### src/logic/pwtbd_pkg.sv
// Purpose: constants and types for the PWM trip blanking and dead-band block
// Assumes: one clock at 250 MHz, asynchronous active-high reset
// Notes: numbers below are cycle counts of the module clock
// Notes on behaviour
// - Trip events inside an open blanking window are suppressed after its first 3 cycles.
// - Trip ending under 3 clocks after window close may glitch output.
// - Trip ending near window close: trip state with flag, or stays active.
// - Zero dead-band delay fails while that delay uses shadow loading.
// - First 3 cycles of an open window do not blank trip events.
// - Enabled filtered event feeds trip, flag, conversion trigger, output.
// - An open window persists across a period boundary.
package pwtbd_pkg;
  localparam int unsigned CNT_W = 16;
  localparam int unsigned DB_W = 14;
  localparam logic [1:0] BLANK_LAG = 2'h3;
  localparam logic [1:0] TRIP_HOLD = 2'h3;
  localparam logic [CNT_W-1:0] CNT_RST = 16'h0000;
  localparam logic [DB_W-1:0] DB_RST = 14'h0000;
  localparam logic [DB_W-1:0] DB_SHADOW_MIN = 14'h0001;

  typedef enum logic [1:0] {
    PWTBD_EVT_ZERO = 2'h0,
    PWTBD_EVT_PERIOD = 2'h1,
    PWTBD_EVT_BOTH = 2'h2
  } pwtbd_sel_e;

  typedef enum logic [2:0] {
    PWTBD_W_IDLE = 3'b001,
    PWTBD_W_WAIT = 3'b010,
    PWTBD_W_OPEN = 3'b100
  } pwtbd_win_e;

  typedef struct packed {
    logic enable;
    pwtbd_sel_e sel;
    logic [CNT_W-1:0] offset;
    logic [CNT_W-1:0] width;
  } pwtbd_blank_s;

  typedef struct packed {
    logic shadow;
    logic [DB_W-1:0] value;
  } pwtbd_delay_s;
endpackage : pwtbd_pkg

### src/logic/pwtbd_core.sv
// Purpose: blanking window, filtered trip event, trip action and dead band
// Assumes: compare event inputs are synchronous to i_clock
// Notes: shadow values load at counter zero
// Notes: a zero shadow delay runs as one cycle; use immediate mode for zero
`timescale 1ns/100ps
module pwtbd_core (
  input wire logic i_clock, // Module clock
  input wire logic i_sys_rst, // Async reset, active high
  input wire logic i_cnt_zero, // Counter at zero, pulse
  input wire logic i_cnt_period, // Counter at period, pulse
  input wire logic i_pwm, // Raw PWM from action logic
  input wire logic [1:0] i_compare_event_inputs, // Compare events
  input wire logic i_filt_enable, // Use filtered event downstream
  input wire pwtbd_pkg::pwtbd_blank_s i_blank, // Blanking setup
  input wire pwtbd_pkg::pwtbd_delay_s i_rising_delay_value, // Rise delay
  input wire pwtbd_pkg::pwtbd_delay_s i_falling_delay_value, // Fall delay
  input wire logic i_trip_clear, // Clear trip state, pulse
  output logic o_filtered_compare_event, // Filtered event
  output logic o_blank_active, // Mask active, window open past the opening lag
  output logic o_trip_zone, // Trip state
  output logic o_trip_flag, // Trip flag, sticky
  output logic o_soc_trigger, // Conversion start pulse
  output logic o_pwm_a, // Delayed rising output
  output logic o_pwm_b // Delayed falling output, inverted
);
  import pwtbd_pkg::*;

  pwtbd_win_e win_q;
  logic [CNT_W-1:0] win_cnt_q;
  logic [1:0] lag_q;
  logic raw_evt;
  logic start_evt;
  logic blank_eff;
  logic filt_evt;
  logic filt_d1_q;
  logic [1:0] post_q;
  logic trip_set;
  pwtbd_delay_s dly_cfg [2];
  logic [DB_W-1:0] dly_q [2];
  logic [DB_W-1:0] dly_eff [2];
  logic [DB_W-1:0] dcnt_q;
  logic pwm_q;

  assign raw_evt = |i_compare_event_inputs;
  always_comb begin
    case (i_blank.sel)
      PWTBD_EVT_ZERO: start_evt = i_cnt_zero;
      PWTBD_EVT_PERIOD: start_evt = i_cnt_period;
      PWTBD_EVT_BOTH: start_evt = i_cnt_zero | i_cnt_period;
      default: start_evt = 1'b0;
    endcase
  end

  // Window counts only clocks; period events never close it
  always_ff @(posedge i_clock or posedge i_sys_rst) begin
    if (i_sys_rst) begin
      win_q <= PWTBD_W_IDLE;
      win_cnt_q <= CNT_RST;
    end else begin
      case (win_q)
        PWTBD_W_IDLE: begin
          if (i_blank.enable && start_evt) begin
            if (i_blank.offset == CNT_RST) begin
              win_cnt_q <= i_blank.width;
              win_q <= PWTBD_W_OPEN;
            end else begin
              win_cnt_q <= i_blank.offset;
              win_q <= PWTBD_W_WAIT;
            end
          end
        end
        PWTBD_W_WAIT: begin
          if (win_cnt_q <= 16'h0001) begin
            win_cnt_q <= i_blank.width;
            win_q <= PWTBD_W_OPEN;
          end else begin
            win_cnt_q <= win_cnt_q - 16'h0001;
          end
        end
        PWTBD_W_OPEN: begin
          if (win_cnt_q == CNT_RST) begin
            win_q <= PWTBD_W_IDLE;
          end else begin
            win_cnt_q <= win_cnt_q - 16'h0001;
          end
        end
        default: win_q <= PWTBD_W_IDLE;
      endcase
    end
  end

  // Masking takes effect only after the opening lag
  always_ff @(posedge i_clock or posedge i_sys_rst) begin
    if (i_sys_rst) begin
      lag_q <= 2'h0;
    end else if (win_q != PWTBD_W_OPEN) begin
      lag_q <= 2'h0;
    end else if (lag_q != BLANK_LAG) begin
      lag_q <= lag_q + 2'h1;
    end
  end

  assign blank_eff = (win_q == PWTBD_W_OPEN) && (lag_q == BLANK_LAG);
  assign filt_evt = raw_evt && !blank_eff;

  // Cycles left after the mask dropped, for the close-edge hazard
  always_ff @(posedge i_clock or posedge i_sys_rst) begin
    if (i_sys_rst) begin
      post_q <= 2'h0;
    end else if (blank_eff) begin
      post_q <= TRIP_HOLD;
    end else if (post_q != 2'h0) begin
      post_q <= post_q - 2'h1;
    end
  end

  // Registered view of the filtered event; the delayed copy finds its rise
  always_ff @(posedge i_clock or posedge i_sys_rst) begin
    if (i_sys_rst) begin
      o_filtered_compare_event <= 1'b0;
      filt_d1_q <= 1'b0;
    end else begin
      o_filtered_compare_event <= filt_evt;
      filt_d1_q <= filt_evt;
    end
  end

  always_ff @(posedge i_clock or posedge i_sys_rst) begin
    if (i_sys_rst) begin
      o_blank_active <= 1'b0;
    end else begin
      o_blank_active <= blank_eff;
    end
  end

  // One conversion start per rise of the enabled filtered event
  always_ff @(posedge i_clock or posedge i_sys_rst) begin
    if (i_sys_rst) begin
      o_soc_trigger <= 1'b0;
    end else begin
      o_soc_trigger <= i_filt_enable && filt_evt && !filt_d1_q;
    end
  end

  // Within three clocks of the mask dropping, a trip is taken only if it
  // was already live the cycle before; a one-cycle remnant passes through
  // the filtered output but leaves the output active and raises no flag
  assign trip_set = i_filt_enable && filt_evt
                    && (post_q == 2'h0 || filt_d1_q);

  // Set wins over a clear in the same cycle, so no trip is lost
  always_ff @(posedge i_clock or posedge i_sys_rst) begin
    if (i_sys_rst) begin
      o_trip_zone <= 1'b0;
    end else if (trip_set) begin
      o_trip_zone <= 1'b1;
    end else if (i_trip_clear) begin
      o_trip_zone <= 1'b0;
    end
  end

  always_ff @(posedge i_clock or posedge i_sys_rst) begin
    if (i_sys_rst) begin
      o_trip_flag <= 1'b0;
    end else if (trip_set) begin
      o_trip_flag <= 1'b1;
    end else if (i_trip_clear) begin
      o_trip_flag <= 1'b0;
    end
  end

  // Edge 0 is the rising delay, edge 1 the falling delay
  assign dly_cfg[0] = i_rising_delay_value;
  assign dly_cfg[1] = i_falling_delay_value;

  for (genvar e = 0; e < 2; e++) begin : g_edge
    // Shadow copy loads at counter zero; immediate mode bypasses it
    always_ff @(posedge i_clock or posedge i_sys_rst) begin
      if (i_sys_rst) begin
        dly_q[e] <= DB_RST;
      end else if (i_cnt_zero) begin
        dly_q[e] <= dly_cfg[e].value;
      end
    end

    // A zero shadow value cannot be honoured and runs as the minimum
    always_comb begin
      dly_eff[e] = dly_cfg[e].shadow ? dly_q[e] : dly_cfg[e].value;
      if (dly_cfg[e].shadow && dly_eff[e] == DB_RST) begin
        dly_eff[e] = DB_SHADOW_MIN;
      end
    end
  end

  // Dead-band counter restarts on every edge of the raw PWM
  always_ff @(posedge i_clock or posedge i_sys_rst) begin
    if (i_sys_rst) begin
      pwm_q <= 1'b0;
      dcnt_q <= DB_RST;
    end else begin
      pwm_q <= i_pwm;
      if (i_pwm != pwm_q) begin
        dcnt_q <= i_pwm ? dly_eff[0] : dly_eff[1];
      end else if (dcnt_q != DB_RST) begin
        dcnt_q <= dcnt_q - 14'h0001;
      end
    end
  end

  // Both outputs low while tripped; a level change waits out the delay
  always_ff @(posedge i_clock or posedge i_sys_rst) begin
    if (i_sys_rst) begin
      o_pwm_a <= 1'b0;
      o_pwm_b <= 1'b0;
    end else if (o_trip_zone) begin
      o_pwm_a <= 1'b0;
      o_pwm_b <= 1'b0;
    end else begin
      o_pwm_a <= pwm_q && (i_pwm == pwm_q) && (dcnt_q == DB_RST);
      o_pwm_b <= !pwm_q && (i_pwm == pwm_q) && (dcnt_q == DB_RST);
    end
  end
endmodule : pwtbd_core

### config.mk
export PLATFORM = sky130hd
export DESIGN_NAME = pwtbd_core
export DESIGN_NICKNAME = d
export VERILOG_FILES = /design/src/logic/pwtbd_pkg.sv /design/src/logic/pwtbd_core.sv
export SDC_FILE = /design/constraint.sdc
export NUM_CORES = 1
export LEC_CHECK = 0
export ABC_AREA = 1
export BUFFER_PORTS_ARGS = -buffer_cell sky130_fd_sc_hd__buf_2
export CAP_MARGIN = 40
export CELL_PAD_IN_SITES_DETAIL_PLACEMENT = 0
export CELL_PAD_IN_SITES_GLOBAL_PLACEMENT = 1
export CORE_MARGIN = 8
export CORE_UTILIZATION = 28
export DETAILED_ROUTE_END_ITERATION = 7
export PLACE_DENSITY = 0.6
export SETUP_SLACK_MARGIN = 0.05
export SKIP_CTS_REPAIR_TIMING = 1
export SLEW_MARGIN = 20
export SYNTH_ARGS = -nofsm -noshare
export SYNTH_HDL_FRONTEND = slang
export SYNTH_SLANG_ARGS = --single-unit
### constraint.sdc
create_clock -name i_clock -period 4.1 [get_ports i_clock]
set_input_delay 0.82 -clock i_clock [delete_from_list [all_inputs] [get_ports i_clock]]
set_output_delay 0.82 -clock i_clock [all_outputs]
set_load 0.03 [all_outputs]
Yosys cells after proc, flatten, opt, wreduce, memory -nomap -nowiden:

Cells that the tools add are included.
Widths: inputs -> output; s select.

* add/sub/neg operators: 4
* $lt $le $gt $ge: 1
* eq/ne operators: 14
* muxes and demuxes: 26
* bitwise operators: 1
* reduce and logical (&&, ||, !) cells: 33

Operators by type and width (count)
* $mux 14: 7
* $mux 16: 4
* $pmux 16 s3: 1
* $logic_not 14->1: 3
* $logic_not 16->1: 2
* $le 16x1->1 const B: 1
* $sub 16x1->16 const B: 1
* $reduce_bool 14->1: 1
* $sub 14x1->14 const B: 1
* $logic_and 1x1->1: 12
* $mux 3: 4
* $ne 2x2->1 const B: 5
* $reduce_bool 2->1: 5
* $pmux 3 s3: 1
* $mux 2: 4
* $reduce_and 3->1: 2
* $eq 2x2->1 const B: 2
* $logic_not 2->1: 2
* $mux 1: 4
* $eq 3x1->1 const B: 1
* $eq 3x2->1 const B: 1
* $eq 3x3->1 const B: 1
* $logic_not 1->1: 3
* $ne 3x3->1 const B: 1
* other kinds (10): 10

* register bits after elaboration: 72
* input bits: 74
* output and inout port bits: 7
* logic and storage cells: 93

Longest topological paths before layout:

Gate-level depths: netlist of run 1.

* depth in word-level cells: 7
* mapped depth: 13
* depth with buffers taken out: 12

Worst setup path before layout of run 1:

No wires, ideal clock.

* kind: input to register
* start point: input port i_pwm
* end point: register dcnt_q[1]
* library setup time: 130 ps
* data arrival time: 2255 ps
* data required time: 3970 ps
* path slack: 1715 ps
* stages on the path: 9
* path buffers: 3
* cell sequence: inv_1 buf_1 ha_1 clkbuf_1 inv_1 clkbuf_1 nand2_1 o211ai_1 o21ai_0

* word-level cells in the longest chain between the ends: 2
* elaborated cells between the ends (all ways): 4
* classes of those cells: eq/ne (1); mux (2); reduce/logical (1)

RTL lines
* start: declaration: RTL line pwtbd_core.sv:11 `input wire logic i_pwm,`
* $mux 14 or $ne 1x1->1 (tied branches): RTL line pwtbd_core.sv:203, pwtbd_core.sv:202
* $mux 14 or $reduce_bool 2->1 (tied branches)
* end signal: assignment: RTL line pwtbd_core.sv:203 `dcnt_q <= i_pwm ? dly_eff[0] : dly_eff[1];`
* end signal: assignment: RTL line pwtbd_core.sv:205 `dcnt_q <= dcnt_q - 14'h0001;`
* end: declaration: RTL line pwtbd_core.sv:41 `logic [DB_W-1:0] dcnt_q;`

Several ways; a longest one is shown, not always the timed one.
A chain may end at the register's enable or synchronous reset.

Final worst setup path of run 1:

* start point: input port i_pwm
* end point: register dcnt_q[6]

Same word-level chain as after synthesis.

==> results of run 1 <==
## per-layer routing
metal | global-route usage, % | part of all wire (%) | vias to the layer above
li1 | - | - | 2251
met1 | 19.1 | 51 | 2018
met2 | 19.7 | 42 | 87
met3 | 3.31 | 5.2 | 19
met4 | 5.03 | 1.7 | 0
met5 | 0 | 0 | -
## worst max-delay path by stage
stage	start	endpoint	slack, ns
after floorplan	i_sys_rst	dcnt_q[0]	1.46
after CTS	i_pwm	dcnt_q[6]	1.37
final	i_pwm	dcnt_q[6]	1.31
after global placement	i_pwm	dcnt_q[2]	1.17
after detailed placement	i_pwm	dcnt_q[2]	1.07
after global routing	i_pwm	dcnt_q[6]	1.09
## power by group
part | switching, mW | internal [mW]
Sequential | 0.132 | 0.871
Clock | 0.301 | 0.562
Combinational | 0.625 | 0.338
## state kept, by name (all words and copies together), names as in the netlist, 2 cells and up
signal / cells
post_q: 2
win_cnt_q: 16
dcnt_q: 14
dly_q: 28
lag_q: 2
win_q: 3
## critical path: stages
cell and delay [ns]:
buf_2 0.27, inv_1 0.28, ha_1 0.67, inv_1 0.34, nand3_1 0.23, inv_2 0.11
a221oi_1 0.26
## placed cells by master, fill, tap and decap left out, drive strengths merged, types with 3 or more instances in the layout
cell type	instances
a21oi	24
buf	83
clkbuf	12
dfrtp	71
ha	7
inv	77
nand2	268
nand3	44
nand4	3
nor2	82
nor3	5
o21ai	42
or2	6
xnor2	4
xor2	13
## cell type report
type | count | area [µm²]
multi-input combinational | 510 | 2310
clock inverter | 3 | 65.1
timing repair buffer | 83 | 423
inverter | 78 | 293
clock buffer | 12 | 256
fill | 1784 | 10400
tap | 216 | 270
sequential | 72 | 1800
## cells by family after synthesis
family	share of synthesized area, %
fa+ha+maj	1.94
xor+xnor	3.29
flops	39.9
simple gates	36.9
buf+inv	9.02
compound gates	8.96
## through the flow
step	instances	total power, mW	utilization (%)
2_1_floorplan	682	1.75	-
3_3_place_gp	959	1.98	32.2
3_5_place_dp	959	1.99	32.2
4_1_cts	974	2.87	34.3
5_1_grt	974	3.07	34.3
6_report	974	2.83	34.3
==> summary.txt, run 1 <==
STA
  • Fin crit share: 68.0%
  • Hold Vio Cnt, Final: 0
  • Worst Tran Pin Value: 0.635 ns
  • Final setup TNS: 0 ns
  • Relative slew slack: 57.7%
  • Minimum clock period after layout: 2.79 ns
  • Final setup fails: 0
  • Achievable Freq: 0.359 GHz
  • RSZ-0062 raised after global routing: no
  • WHS: 0.439 ns
  • Final WS setup: 1.31 ns
  • Post-Route Skew: 0.00719 ns
  • Max-slew violations: 0

Logic synthesis
  • Post-synth EDFFs: 0
  • Synth top cells by count: nand2_1 (264), nor2_1 (78), inv_1 (74)
  • Synth async-reset ratio: 100%
  • Yosys warns: 0
  • Synth Flop Type: dfrtp_1
  • Top post-synthesis cells by area: dfrtp_1 (39%), nand2_1 (22%), nor2_1 (6.5%), inv_1 (6.1%), nand3_1 (4.9%)
  • Area leader, netlist: dfrtp_1
  • Net Count, Synth: 763
  • Synth Area per Inst: 6.63 µm²
  • Seq/Total Area, Yosys: 39.9%
  • Yosys top cell area share: 39.3%
  • Post-Synthesis Cells: 682
  • Syn Std Cell Area: 0.00452 mm²
  • Cell with the most instances after synthesis: nand2_1
  • Cell variety after synth: 35
  • Synth Register Bits: 72

Floorplanning
  • Core Box Area: 0.0158 mm²
  • Die area: 0.0205 mm²
  • Die Wd: 143 µm
  • Cell row count: 46
  • Die H: 143 µm
  • Starting Density: 28.6%
  • Ports: 81

Setup path
  • Worst EP arrival: 3.01 ns
  • Worst EP required: 4.32 ns
  • Crit end category: flip-flop
  • R2R Path End: win_cnt_q[9]
  • R2R depth: 12
  • Crit path max fanout: 17
  • Critical path class: input port to flip-flop
  • R2R Path Start: win_cnt_q[0]
  • Internal reg-to-reg setup slack: 1.70 ns
  • Startpoint types: input port

Worst hold path
  • Worst Hold Depth: 1
  • Hold WC Path Type: flip-flop to flip-flop
  • Source of the worst hold timing path: filt_d1_q
  • Worst Hold End: o_soc_trigger

Clock tree
  • H-tree depth: 3
  • Max Root-Sink Buffers: 2
  • CTS clk-pin slew, worst paths: 0.05 ns
  • Clk_lat worst skew: 0.34 ns
  • CTS sink cnt: 72
  • Root Buffer: clkbuf_16
  • CTS tree: yes
  • CTS Buf Count: 9

Global routing
  • First-pass GRT wire length: 21900 µm
  • Vias in the first global route: 4215
  • GR Util All Layers: 13.6%
  • Total grt overflow: 0
  • Initial antenna violation count: 0
  • Largest net degree at the start of global routing: 48

Drt
  • Residual DRC: 0
  • Post-Route WL: 13400 µm
  • Average wire per standard cell: 13.8 µm
  • Vias after detailed routing: 4375
  • DRT Pass-1 Iters: 4
  • Vias per cell: 4.49
  • Drt initial violations: 242
  • ANT nets after route: 0

Job
  • Max Cap Viol: 0

Place
  • Gpl congestion: 0.834
  • Port Buffers: 80
  • Place WS: 1.07 ns
  • Placement-stage cell area: 0.00510 mm²
  • Detailed Place HPWL: 10200 µm

Finish
  • Fin nets: 835
  • Final instance area: 0.00542 mm²
  • ANT cells: 0
  • Synth-to-Final Area Change: 19.9%
  • Fraction of layout cells with a size suffix above 1: 15.2%

Power
  • Maximum VDD drop: 0.203 mV
  • Pwr dens: 521 mW/mm²
  • Leakage power: 2.85 nW

Outcome
  • Outcome: complete, no violations
No activity file was read; power rests on OpenSTA's default activity.
==> inputs of run 2 (changes only) <==
--- a/config.mk
+++ b/config.mk
@@ -5,7 +5,7 @@
 export SDC_FILE = /design/constraint.sdc
 export NUM_CORES = 1
 export LEC_CHECK = 0
-export ABC_AREA = 1
+export ABC_AREA = 0
 export BUFFER_PORTS_ARGS = -buffer_cell sky130_fd_sc_hd__buf_2
 export CAP_MARGIN = 40
 export CELL_PAD_IN_SITES_DETAIL_PLACEMENT = 0
@@ -13,7 +13,7 @@
 export CORE_MARGIN = 8
 export CORE_UTILIZATION = 28
 export DETAILED_ROUTE_END_ITERATION = 7
-export PLACE_DENSITY = 0.6
+export PLACE_DENSITY = 0.56
 export SETUP_SLACK_MARGIN = 0.05
 export SKIP_CTS_REPAIR_TIMING = 1
 export SLEW_MARGIN = 20
==> constraint.sdc (replaced) <==
create_clock -name i_clock -period 2.8 [get_ports i_clock]
set_input_delay 0.56 -clock i_clock [delete_from_list [all_inputs] [get_ports i_clock]]
set_output_delay 0.56 -clock i_clock [all_outputs]
set_load 0.03 [all_outputs]
==> run 2 against run 1 <==
Net effect: hold slack lost 0.16 ns; global-route usage is 0.53 points lower; clock-buffer cell count unchanged; non-clock buffer count rose by 16; cell count is 27% lower; largest cell class unchanged; via count down 17%; synthesized cell count is 36% lower; sequential power up 21%; register-to-register slack worse by 1.6 ns; final area decreased by 2.2%; combinational power shrank 57%; first-iteration DRC count fell by 28%.
==> summary.txt, run 2 <==
Finish
  • Largest register by flop count: dly_q
  • Commonest non-fill, non-tap cell in the layout: buf_2
  • Fraction of layout cells with a size suffix above 1: 32.4%
  • Most frequent cells in the layout: buf_2 (80), dfrtp_1 (71), nand2_1 (35)
  • Synth-to-Final Area Change: 24.2%
  • Regs by FF count: dly_q (28), win_cnt_q (16), dcnt_q (14)
  • Fin nets: 603
  • Max reg flops: 28
  • Final instance area: 0.00530 mm²
  • ANT cells: 0

Logic synthesis
  • Syn Std Cell Area: 0.00427 mm²
  • Yosys top cell area share: 41.6%
  • Top post-synthesis cells by area: dfrtp_1 (42%), mux2_2 (8.7%), mux2i_1 (6.1%), nand2_1 (3.1%), nor2_1 (2.7%)
  • Synth Register Bits: 72
  • Synth top cells by count: dfrtp_1 (71), nand2_1 (35), mux2_2 (33)
  • Net Count, Synth: 516
  • Yosys warns: 0
  • Cell variety after synth: 57
  • Synth async-reset ratio: 100%
  • Cell with the most instances after synthesis: dfrtp_1
  • Post-synth EDFFs: 0
  • Seq/Total Area, Yosys: 42.2%
  • Area leader, netlist: dfrtp_1
  • Post-Synthesis Cells: 435
  • Synth Area per Inst: 9.81 µm²
  • Synth Flop Type: dfrtp_1

Power
  • Pwr dens: 537 mW/mm²
  • Maximum VDD drop: 0.412 mV
  • Overall Power: 2.85 mW
  • Leakage power: 2.35 nW

STA
  • Achievable Freq: 0.377 GHz
  • Post-Route Skew: 0.00322 ns
  • Max-slew violations: 0
  • Hold Vio Cnt, Final: 0
  • Final setup TNS: 0 ns
  • Final setup fails: 0
  • RSZ-0062 raised after global routing: no
  • Worst Tran Pin Value: 0.690 ns
  • Fin crit share: 94.7%
  • Relative slew slack: 54.0%
  • Minimum clock period after layout: 2.65 ns

Global routing
  • Initial antenna violation count: 0
  • First-pass GRT wire length: 20200 µm
  • Largest net degree at the start of global routing: 49
  • GR Util All Layers: 13.1%
  • Vias in the first global route: 3891
  • Total grt overflow: 0

Floorplanning
  • Starting Density: 28.4%
  • Core Box Area: 0.0150 mm²
  • Die Wd: 139 µm
  • Cell row count: 45
  • Die area: 0.0195 mm²
  • Die H: 139 µm
  • Ports: 81

Drt
  • Vias per cell: 5.06
  • Residual DRC: 0
  • Vias after detailed routing: 3616
  • Drt initial violations: 175
  • DRT Pass-1 Iters: 5
  • ANT nets after route: 0
  • Average wire per standard cell: 17.2 µm
  • Post-Route WL: 12300 µm

Outcome
  • Outcome: complete, no violations

Setup path
  • Critical-path top delay cell: or4_4
  • CP max stage delay: 0.47 ns
  • Worst EP required: 3.07 ns
  • Critical path class: flip-flop to flip-flop
  • Crit end category: flip-flop
  • Startpoint types: flip-flop
  • Crit path max fanout: 12
  • CP Cell Sequence: inv_1 > ha_2 > or3b_2 > or4_4 > o31ai_2 > a21bo_4 > buf_4 > o21ai_0 > o2bb2ai_1
  • Worst EP arrival: 2.92 ns

Clock tree
  • CTS Buf Count: 9
  • CTS sink cnt: 72
  • Max Root-Sink Buffers: 2
  • CTS clk-pin slew, worst paths: 0.06 ns
  • H-tree depth: 3
  • Root Buffer: clkbuf_16
  • CTS tree: yes
  • Clk_lat worst skew: 0.34 ns

Place
  • Placement-stage cell area: 0.00495 mm²
  • Gpl congestion: 0.790
  • Detailed Place HPWL: 9330 µm
  • Port Buffers: 80

Job
  • Max Cap Viol: 0

Worst hold path
  • Hold WC Path Type: input port to asynchronous set/reset pin
## run 2: kinds of logic (layout without fill, tap and decap cells)
logic type,Yosys count,count (layout),synth area share [%]
mux,59,59,14.8
xor+xnor,10,10,2.05
buf+inv,39,131,3.99
compound gates,98,98,17.0
flops,72,72,42.2
fa+ha+maj,7,7,2.05
simple gates,150,150,17.9
## run 2: path summary, 6_finish.rpt
path | from | to | slack [ns] | cells after the start
max in group asynchronous | i_sys_rst | win_q[0] | 1.81 | 3
worst max-delay path | win_cnt_q[0] | win_cnt_q[9] | 0.15 | 9
worst min-delay path | i_sys_rst | o_soc_trigger | 0.28 | 2
worst max register to register | win_cnt_q[0] | win_cnt_q[9] | 0.15 | 9
worst min register to register | filt_d1_q | o_soc_trigger | 0.46 | 1
min in group i_clock | i_trip_clear | o_trip_flag | 0.41 | 2
## run 2: final cells by class
| cell class | count | area (µm²) |
|---|---|---|
| Inverter | 16 | 67.6 |
| Sequential cell | 72 | 1800 |
| Clock inverter | 4 | 51.3 |
| Tap cell | 188 | 235 |
| Multi-Input combinational cell | 324 | 2300 |
| Fill cell | 1529 | 9730 |
| Clock buffer | 12 | 267 |
| Timing Repair Buffer | 99 | 581 |
## run 2: per-stage QoR
step / hold slack (ns) / std cells / util [%] / setup slack [ns]
6_report: 0.283 / 715 / 35.3 / 0.148
4_1_cts: 0.288 / 711 / 35.0 / 0.0593
3_5_place_dp: 0.449 / 695 / 32.9 / 0.0778
5_1_grt: 0.325 / 715 / 35.3 / 0.0495
3_3_place_gp: 0.439 / 695 / 32.9 / 0.127
2_1_floorplan: 0.448 / 435 / - / 0.153
## run 2: report_power, final
group          switching (mW)  internal [mW]
logic                   0.210          0.200
clock network           0.458          0.763
registers              0.0817           1.13
## run 2: metal layers
layer | global-route usage [%] | vias up | share of wire [%] | wire length [µm]
met5 | 0 | - | 0 | 0
met2 | 21.0 | 67 | 47 | 5800
li1 | - | 1780 | - | -
met1 | 16.5 | 1754 | 47 | 5750
met3 | 3.39 | 15 | 4.1 | 505
met4 | 5.31 | 0 | 2.1 | 263
## run 2: critical path: cells and delay by family, from the launching register on
family / cells / cell delay (ns)
AND/OR/NAND/NOR: 2 / 0.93
adder cells (fa/ha/maj): 1 / 0.22
buffers and inverters: 2 / 0.27
flip-flops: 1 / 0.41
AO/OA/AOI/OAI: 4 / 0.75
